--- src/include/lfs_pkg.sv ---
// Purpose: Shared constants and types for the LED string fault supervisor
// Assumes: Oscillator period enable arrives once per switching cycle
// Notes: Counts are in oscillator periods, not system clocks
// Functional notes
// - Open string forces gate drive low immediately, no blanking.
// - Open string releases warning flag and holds open state until timeout.
// - Open timeout lasts 32768 oscillator periods.
// - After timeout, re-enable drive and recheck open; repeat while present. The code keeps gate drive low while open is still present.
// - Shorted LED releases warning flag, switching continues.
// - Shorted LED indication does not latch; follows the condition.
// - Undercurrent releases warning flag while still driving.
// - Warning flag pulled low again once current recovers.
// - Shorted LED plus undercurrent together is an output short; releases short flag.
// - Short, overcurrent, reverse current, string short blanked after start and enable.
// - Overcurrent releases short flag.
// - Reverse current above threshold releases short flag.
// - String voltage below string-short threshold releases short flag.
// - Any short-flag fault holds gate drive low.
// - Short-flag faults latch until power cycle or long enable low.
// - Fault blanking lasts 1024 oscillator periods.
// - Disable time is 32768 oscillator periods of enable held low.
// - Flag pulled low externally during its fault overrides drive disable.
// - Open detection is never blanked.
package lfs_pkg;
  localparam int unsigned OPEN_RETRY_PERIODS = 32768;
  localparam int unsigned BLANK_PERIODS = 1024;
  localparam int unsigned DISABLE_PERIODS = 32768;
  localparam int unsigned CNT_W = 16;
  localparam int unsigned CMP_N = 7;

  typedef struct packed {
    logic string_open;
    logic ref_led_short;
    logic nonref_led_short;
    logic under_current;
    logic over_current;
    logic reverse_current;
    logic string_short;
  } lfs_cmp_t;

  typedef struct packed {
    logic open_fault;
    logic output_short;
    logic over_current;
    logic reverse_current;
    logic string_short;
  } lfs_latch_t;
endpackage : lfs_pkg

--- src/logic/lfs_supervisor.sv ---
// Purpose: Fault classification, gate drive gating and open-drain fault flags
// Assumes: OSC_TICK is a one-cycle pulse per oscillator period on SYS_CLK
// Notes: Flags are output-enable style; enable high pulls the pin low
`timescale 1ns/1ps
module lfs_supervisor #(
  parameter int unsigned OPEN_RETRY = lfs_pkg::OPEN_RETRY_PERIODS,
  parameter int unsigned BLANK = lfs_pkg::BLANK_PERIODS,
  parameter int unsigned DISABLE = lfs_pkg::DISABLE_PERIODS
) (
  // Clock and reset
  input wire logic SYS_CLK,
  input wire logic RESET,
  // Oscillator period enable
  input wire logic OSC_TICK,
  // Comparator results and enable pin, asynchronous
  input wire lfs_pkg::lfs_cmp_t CMP_IN,
  input wire logic ENABLE_PIN,
  // Regulator gate request
  input wire logic GATE_REQ,
  // Gate drive
  output logic SWITCH_GATE_DRIVE,
  // Short fault flag pin
  input wire logic SHORT_FAULT_FLAG_I,
  output logic SHORT_FAULT_FLAG_O,
  output logic SHORT_FAULT_FLAG_OE,
  // Warning fault flag pin
  input wire logic WARNING_FAULT_FLAG_I,
  output logic WARNING_FAULT_FLAG_O,
  output logic WARNING_FAULT_FLAG_OE,
  // Status
  output logic SLEEP,
  output lfs_pkg::lfs_latch_t FAULT_STATUS
);
  localparam int unsigned CW = lfs_pkg::CNT_W + 1;
  localparam logic [CW-1:0] OPEN_LAST = CW'(OPEN_RETRY - 1);
  localparam logic [CW-1:0] BLANK_LAST = CW'(BLANK - 1);
  localparam logic [CW-1:0] DIS_LAST = CW'(DISABLE - 1);

  lfs_pkg::lfs_cmp_t cmp;
  logic en_s;
  logic ff1_s;
  logic ff2_s;
  logic [2:0] sync_q;

  lfs_sync #(.W(lfs_pkg::CMP_N)) u_cmp_sync (
    .clk(SYS_CLK),
    .rst(RESET),
    .d(CMP_IN),
    .q(cmp)
  );

  lfs_sync #(.W(3)) u_pin_sync (
    .clk(SYS_CLK),
    .rst(RESET),
    .d({ENABLE_PIN, SHORT_FAULT_FLAG_I, WARNING_FAULT_FLAG_I}),
    .q(sync_q)
  );

  assign en_s = sync_q[2];
  assign ff1_s = sync_q[1];
  assign ff2_s = sync_q[0];

  logic en_prev_q;
  logic [CW-1:0] blank_cnt_q;
  logic blank_q;
  logic [CW-1:0] dis_cnt_q;
  logic sleep_q;
  logic open_q;
  logic [CW-1:0] open_cnt_q;
  lfs_pkg::lfs_latch_t lat_q;
  logic [2:0] ff1_rel_q;
  logic [2:0] ff2_rel_q;

  wire en_rise = en_s & ~en_prev_q;
  wire dis_done = OSC_TICK & ~en_s & (dis_cnt_q == DIS_LAST);
  wire clear_latch = dis_done;
  wire led_short = cmp.ref_led_short | cmp.nonref_led_short;
  wire detect_on = ~blank_q & en_s & ~sleep_q;
  wire det_short = detect_on & led_short & cmp.under_current;
  wire det_over = detect_on & cmp.over_current;
  wire det_rev = detect_on & cmp.reverse_current;
  wire det_str = detect_on & cmp.string_short;
  wire open_now = cmp.string_open & ~sleep_q;
  wire open_any = open_q | open_now;
  wire open_done = OSC_TICK & open_q & (open_cnt_q == OPEN_LAST);
  wire ff1_fault = lat_q.output_short | lat_q.over_current |
    lat_q.reverse_current | lat_q.string_short;
  wire ff2_fault = open_any | led_short | cmp.under_current;
  // Outside pull-down of a released flag overrides the drive disable.
  // The pin readback lags the release by three cycles, so a low level is
  // only trusted once the flag has been released for that long.
  wire ff1_override = ff1_fault & (&ff1_rel_q) & ~ff1_s;
  wire ff2_override = open_any & (&ff2_rel_q) & ~ff2_s;
  wire gate_kill = (ff1_fault & ~ff1_override) |
    (open_any & ~ff2_override);
  wire gate_d = GATE_REQ & en_s & ~sleep_q & ~gate_kill;

  // Blanking restarts on each enable rise, also covering start-up
  always_ff @(posedge SYS_CLK)
  begin
    if (RESET)
    begin
      en_prev_q <= 1'b0;
      blank_q <= 1'b1;
      blank_cnt_q <= '0;
    end
    else
    begin
      en_prev_q <= en_s;
      if (en_rise | ~en_s)
      begin
        blank_q <= 1'b1;
        blank_cnt_q <= '0;
      end
      else if (OSC_TICK & blank_q)
      begin
        blank_cnt_q <= blank_cnt_q + CW'(1);
        if (blank_cnt_q == BLANK_LAST)
          blank_q <= 1'b0;
      end
    end
  end

  // Disable timer: enable held low clears latches and enters sleep
  always_ff @(posedge SYS_CLK)
  begin
    if (RESET)
    begin
      dis_cnt_q <= '0;
      sleep_q <= 1'b0;
    end
    else if (en_s)
    begin
      dis_cnt_q <= '0;
      sleep_q <= 1'b0;
    end
    else if (OSC_TICK & ~sleep_q)
    begin
      dis_cnt_q <= dis_cnt_q + CW'(1);
      if (dis_done)
        sleep_q <= 1'b1;
    end
  end

  // Open retry: hold off for the timeout, then recheck
  always_ff @(posedge SYS_CLK)
  begin
    if (RESET | sleep_q)
    begin
      open_q <= 1'b0;
      open_cnt_q <= '0;
    end
    else if (!open_q)
    begin
      open_cnt_q <= '0;
      if (open_now)
        open_q <= 1'b1;
    end
    else if (open_done)
    begin
      open_q <= 1'b0;
      open_cnt_q <= '0;
    end
    else if (OSC_TICK)
      open_cnt_q <= open_cnt_q + CW'(1);
  end

  // Latched short-flag faults; detection wins over the clear
  always_ff @(posedge SYS_CLK)
  begin
    if (RESET)
      lat_q <= '0;
    else
    begin
      lat_q.open_fault <= open_any;
      lat_q.output_short <= det_short | (lat_q.output_short & ~clear_latch);
      lat_q.over_current <= det_over | (lat_q.over_current & ~clear_latch);
      lat_q.reverse_current <= det_rev | (lat_q.reverse_current & ~clear_latch);
      lat_q.string_short <= det_str | (lat_q.string_short & ~clear_latch);
    end
  end

  // Release history, aligned with the output flop plus the pin synchroniser
  always_ff @(posedge SYS_CLK)
  begin
    if (RESET)
    begin
      ff1_rel_q <= '0;
      ff2_rel_q <= '0;
    end
    else
    begin
      ff1_rel_q <= {ff1_rel_q[1:0], ff1_fault};
      ff2_rel_q <= {ff2_rel_q[1:0], ff2_fault};
    end
  end

  // Pin outputs, registered
  always_ff @(posedge SYS_CLK)
  begin
    if (RESET)
    begin
      SWITCH_GATE_DRIVE <= 1'b0;
      SHORT_FAULT_FLAG_OE <= 1'b0;
      WARNING_FAULT_FLAG_OE <= 1'b0;
      SLEEP <= 1'b0;
      FAULT_STATUS <= '0;
    end
    else
    begin
      SWITCH_GATE_DRIVE <= gate_d;
      SHORT_FAULT_FLAG_OE <= ~ff1_fault;
      WARNING_FAULT_FLAG_OE <= ~ff2_fault;
      SLEEP <= sleep_q;
      FAULT_STATUS <= lat_q;
    end
  end

  assign SHORT_FAULT_FLAG_O = 1'b0;
  assign WARNING_FAULT_FLAG_O = 1'b0;
endmodule : lfs_supervisor

--- src/logic/lfs_sync.sv ---
// Purpose: Two-flop synchroniser for a bus of independent levels
// Assumes: Each bit is a slow level, no word coherence needed
// Notes: First stage is read only by the second
`timescale 1ns/1ps
module lfs_sync #(
  parameter int unsigned W = 1
) (
  input wire logic clk,
  input wire logic rst,
  input wire logic [W-1:0] d,
  output logic [W-1:0] q
);
  logic [W-1:0] meta_q;

  always_ff @(posedge clk)
  begin
    if (rst)
    begin
      meta_q <= '0;
      q <= '0;
    end
    else
    begin
      meta_q <= d;
      q <= meta_q;
    end
  end
endmodule : lfs_sync

--- config.mk ---
export PLATFORM = sky130hd
export DESIGN_NAME = lfs_supervisor
export DESIGN_NICKNAME = d
export VERILOG_FILES = /design/src/include/lfs_pkg.sv /design/src/logic/lfs_supervisor.sv /design/src/logic/lfs_sync.sv
export SDC_FILE = /design/constraint.sdc
export NUM_CORES = 1
export LEC_CHECK = 0
export ABC_AREA = 1
export BUFFER_PORTS_ARGS = -buffer_cell sky130_fd_sc_hd__clkbuf_2
export CAP_MARGIN = 15
export CORE_UTILIZATION = 54
export CTS_CLUSTER_SIZE = 40
export DETAILED_ROUTE_END_ITERATION = 6
export GPL_ROUTABILITY_DRIVEN = 0
export GPL_TIMING_DRIVEN = 0
export PLACE_DENSITY = 0.73
export SLEW_MARGIN = 10
export SYNTH_ARGS = -nofsm -noshare
export SYNTH_HDL_FRONTEND = slang
export SYNTH_HIERARCHICAL = 1
export SYNTH_SLANG_ARGS = --single-unit
export TNS_END_PERCENT = 100
--- constraint.sdc ---
create_clock -name SYS_CLK -period 1.4 [get_ports SYS_CLK]
set_clock_uncertainty 0.1 [all_clocks]
set_input_delay 0.07 -clock SYS_CLK [delete_from_list [all_inputs] [get_ports SYS_CLK]]
set_output_delay 0.07 -clock SYS_CLK [all_outputs]
set_load 0.1 [all_outputs]
==> impl_summary.txt <==
----------------------------------------------------
[Worst setup path]
  CP required ... ~1600 ps
  CP arrival ... 1570 ps
  Cell repeated most along the worst path ... sky130_fd_sc_hd__nor2_2
  Endpoint type of the worst setup path ... flip-flop
  Critical path's slowest cell ... sky130_fd_sc_hd__dfxtp_2
  Cells traversed along the worst timing path ... ha_4, inv_2, nor2_2, nand2_1, nor2_2, nand3_2, nand2_4, buf_6, nor2_1
  Highest net fanout along the worst path ... 6
  R2R cell count ... 9
  Setup Crit Path Kind ... reg2reg
  Max stage delay on crit path ... 370 ps
  Kind of start point of the critical path ... flip-flop
  Worst-case register-to-register setup slack ... roughly 4.6 ps

[STA]
  RSZ-0062 raised after global routing ... true
  Final Hold Vio Count ... 0
  Worst Hold Slack ... between 20 and 30 ps
  Final Slew Violations ... 0
  Crit share post-route ... 0.997
  Setup violators final ... 0
  Worst relative slew slack ... 0.643
  Slack of the critical path ... 4.56 ps
  Minimum period implied by the final worst setup slack ... between 1000 and 1500 ps
  Timing-limited maximum frequency ... about 720 MHz
  Actual transition at the worst max-transition pin ... roughly 540 ps

[Hold path]
  Hold path cells ... 3
  Path class of the lowest-slack min-delay path ... in2reg

[Synthesis]
  Synthesis Warnings ... 6
  Number of flops mapped to enable cells by yosys ... 0
  Flip-flop and latch count after synthesis ... 95
  Post-synthesis cell type count ... 30
  Cell area after synthesis ... around 0.0040 sq mm
  Number of instances in the synthesized netlist ... roughly 560
  Top-area cell type share of the netlist area ... 0.475
  Most instantiated library cell after synthesis ... sky130_fd_sc_hd__nor2_1
  Library cell with the largest summed area after synthesis ... sky130_fd_sc_hd__dfxtp_1
  Mean area per synthesized cell ... approximately 7.2 sq um
  Synth cell count leaders ... sky130_fd_sc_hd__nor2_1 (118), sky130_fd_sc_hd__nand2_1 (108), sky130_fd_sc_hd__dfxtp_1 (95), sky130_fd_sc_hd__inv_1 (90), sky130_fd_sc_hd__a21oi_1 (23)
  Register area share after synthesis ... 0.475
  Cell types with the largest area share after synthesis ... sky130_fd_sc_hd__dfxtp_1 (48%), sky130_fd_sc_hd__nor2_1 (11%), sky130_fd_sc_hd__nand2_1 (10%), sky130_fd_sc_hd__inv_1 (8.4%), sky130_fd_sc_hd__a21oi_1 (2.9%)
  Predominant post-synthesis flop cell ... sky130_fd_sc_hd__dfxtp_1
  Share of async-settable or async-resettable flops after synthesis ... 0

[Detailed routing]
  Wire per inst ... around 11 microns
  Count of antenna-violating nets left after detailed routing ... 0
  Post-route DRC ... 0
  Vias after detailed routing ... roughly 3.5k
  Wire length reported by the detailed router ... 8110 microns
  Number of DRC markers in iteration 0 ... a little under 80
  Initial DRT Pass Iterations ... 4
  Routed via count divided by cell count ... 4.76

[Die]
  Number of placement rows ... 31
  Total die area ... between 0.007 and 0.008 sq mm
  Core box area ... just over 0.007 sq mm
  Initial core utilization ... 0.555
  Number of I/O pins ... 25
  Die width ... roughly 88 microns
  Die Ht ... 88.1 microns

[Status]
  Status ... completed

[Pwr]
  Worst-case vdd ir drop ... roughly 840 uV
  Pwr Density ... about 960 mW/mm^2
  Static leakage power ... 2.02 nW

[Clock network]
  CTS tree ... done
  Insertion delay to the later sink of the worst-skew pair ... roughly 380 ps
  TritonCTS buffer count ... 9
  H-Tree Depth ... 3
  Clk sinks ... 95
  Clk pin slew, worst setup/hold paths ... 110 ps
  Bufs on Longest Clock Path ... 2
  Clock tree root driver cell ... sky130_fd_sc_hd__clkbuf_8

[Placement]
  DP Cell Count ... roughly 680
  Port Buffer Count ... 21
  Dpl hpwl ... 5280 microns
  Area post-placement ... 0.00424 sq mm
  Dpl ws ... -234 ps

[GRT]
  Number of antenna violations at the first check in global routing ... 0
  Wire length of the first global-routing pass ... around 13,000 microns
  Vias in the first global route ... roughly 3.1k
  Total global routing overflow ... 0
  Global-route total usage across every layer ... 0.213
  Pin count of the biggest net entering global routing ... 21

[Finish]
  Fill cells ... 582
  Summed area of non-filler cells in the final layout ... between 0.005 and 0.006 sq mm
  Area growth, synth to finish ... 27.1%
  Antenna Diode Count ... 0
  Total Nets Final ... 645
  Fraction of layout instances using a drive strength above 1 ... 0.258
  Number of standard cells in the layout, taps in and fillers out ... about 730

[Run]
  Number of maximum-capacitance violations ... 0

----------------------------------------------------
-- final cells by class --
class,instances,area [sq um],area share
multi-input cells,358,1930,0.379
repair buffers,60,447,0.0878
inverters,95,364,0.0716
flip-flops and latches,95,1930,0.380
plain buffers,9,80.1,0.0157
well taps,99,124,0.0243
clock inverters,7,86.3,0.0170
clock buffers,9,124,0.0243
-- cells by family (layout without fill, tap and decap cells) --
| logic type | count (synthesis) | after routing | share of synthesized area |
|---|---|---|---|
| XOR/XNOR | 11 | 11 | 0.0241 |
| adder cells (fa/ha/maj) | 3 | 3 | 0.00938 |
| buffers and inverters | 104 | 180 | 0.108 |
| AO/OA/AOI/OAI | 47 | 47 | 0.0622 |
| other | 1 | 2 | 0.000937 |
| AND/OR/NAND/NOR | 295 | 295 | 0.320 |
| flip-flops | 95 | 95 | 0.475 |
-- report_power, final --
part           switching (mW)  total (mW)  internal, mW
sequential             0.0197        2.77          2.75
clock                    1.11        1.83         0.718
combinational           0.183       0.291         0.109
total                    1.31        4.88          3.57
-- flip-flops by register name (all words and copies together) (netlist names) --
name / count
u_cmp_sync/meta_q: 7
blank_cnt_q: 17
WARNING_FAULT_FLAG_OE: 1
ff2_rel_q: 3
dis_cnt_q: 17
u_pin_sync/meta_q: 3
open_cnt_q: 17
FAULT_STATUS: 5
SWITCH_GATE_DRIVE: 1
en_prev_q: 1
blank_q: 1
lat_q: 5
SHORT_FAULT_FLAG_OE: 1
open_q: 1
u_cmp_sync/q: 7
ff1_rel_q: 3
sleep_q: 1
u_pin_sync/q: 3
SLEEP: 1
-- worst paths after layout --
| check | end | startpoint |
|---|---|---|
| setup / recovery | open_cnt_q[0]$_SDFFE_PP0P_ | open_cnt_q[0]$_SDFFE_PP0P_ |
| hold / removal | u_cmp_sync/meta_q[4]$_SDFF_PP0_ | RESET |
| hold reg to reg | u_cmp_sync/q[0]$_SDFF_PP0_ | u_cmp_sync/meta_q[0]$_SDFF_PP0_ |
| setup reg to reg | open_cnt_q[0]$_SDFFE_PP0P_ | open_cnt_q[0]$_SDFFE_PP0P_ |
-- through the flow --
| stage | util | total power [mW] | TNS, ps |
|---|---|---|---|
| finish | 0.705 | 4.88 | 0 |
| detailed placement | 0.588 | 3.06 | -4230 |
| CTS | 0.663 | 4.89 | -0.619 |
| global placement | 0.588 | 3.05 | -3050 |
| global route | 0.705 | 5.05 | -1550 |
| floorplan | - | 3.00 | 0 |
-- per-layer routing --
| metal | global-route usage | part of all wire |
|---|---|---|
| met1 | 0.248 | 0.45 |
| met5 | 0 | 0 |
| met2 | 0.383 | 0.51 |
| met4 | 0.0909 | 0.017 |
| met3 | 0.0386 | 0.029 |
-- timing repair --
item                                   4_1_cts  5_1_grt
buffers inserted                             8       12
cloned                                       1        0
endpoints found under the hold margin       22        0
hold buffers                                18        0
pin swaps                                    8       26
resized for setup                           37       67
setup endpoints to repair                   41       43
-- cells in the final DEF (no fill, tap or decap), types with 3 or more instances in the layout --
cell type / synthesis / final
sky130_fd_sc_hd__nand3_1: 20 / 15
sky130_fd_sc_hd__nand3_4: 0 / 3
sky130_fd_sc_hd__nand2_1: 108 / 95
sky130_fd_sc_hd__nor2_2: 9 / 16
sky130_fd_sc_hd__inv_6: 0 / 3
sky130_fd_sc_hd__buf_6: 4 / 6
sky130_fd_sc_hd__o21ai_0: 18 / 12
sky130_fd_sc_hd__a21oi_1: 23 / 21
sky130_fd_sc_hd__nor2_4: 4 / 16
sky130_fd_sc_hd__inv_2: 5 / 8
sky130_fd_sc_hd__inv_1: 90 / 85
sky130_fd_sc_hd__buf_4: 3 / 22
sky130_fd_sc_hd__ha_4: 0 / 3
sky130_fd_sc_hd__nor3_1: 11 / 10
sky130_fd_sc_hd__clkbuf_8: 0 / 9
sky130_fd_sc_hd__clkbuf_2: 0 / 21
sky130_fd_sc_hd__nand3_2: 1 / 3
sky130_fd_sc_hd__nand4_1: 15 / 15
sky130_fd_sc_hd__xor2_1: 6 / 6
sky130_fd_sc_hd__nand2_2: 2 / 13
sky130_fd_sc_hd__xnor2_1: 5 / 5
sky130_fd_sc_hd__dlygate4sd3_1: 0 / 18
sky130_fd_sc_hd__nand2_4: 3 / 4
sky130_fd_sc_hd__nor2_1: 118 / 99
sky130_fd_sc_hd__clkinv_8: 0 / 3
sky130_fd_sc_hd__dfxtp_1: 95 / 71
sky130_fd_sc_hd__dfxtp_2: 0 / 23
sky130_fd_sc_hd__o21ai_1: 0 / 6
-- worst max-delay path: cells and delay by family, from the launching register on --
family        cells  cell delay, ps
buf+inv           2             160
flops             1             370
simple gates      6             510
fa+ha+maj         1             150
No activity file was read; power rests on OpenSTA's default activity.
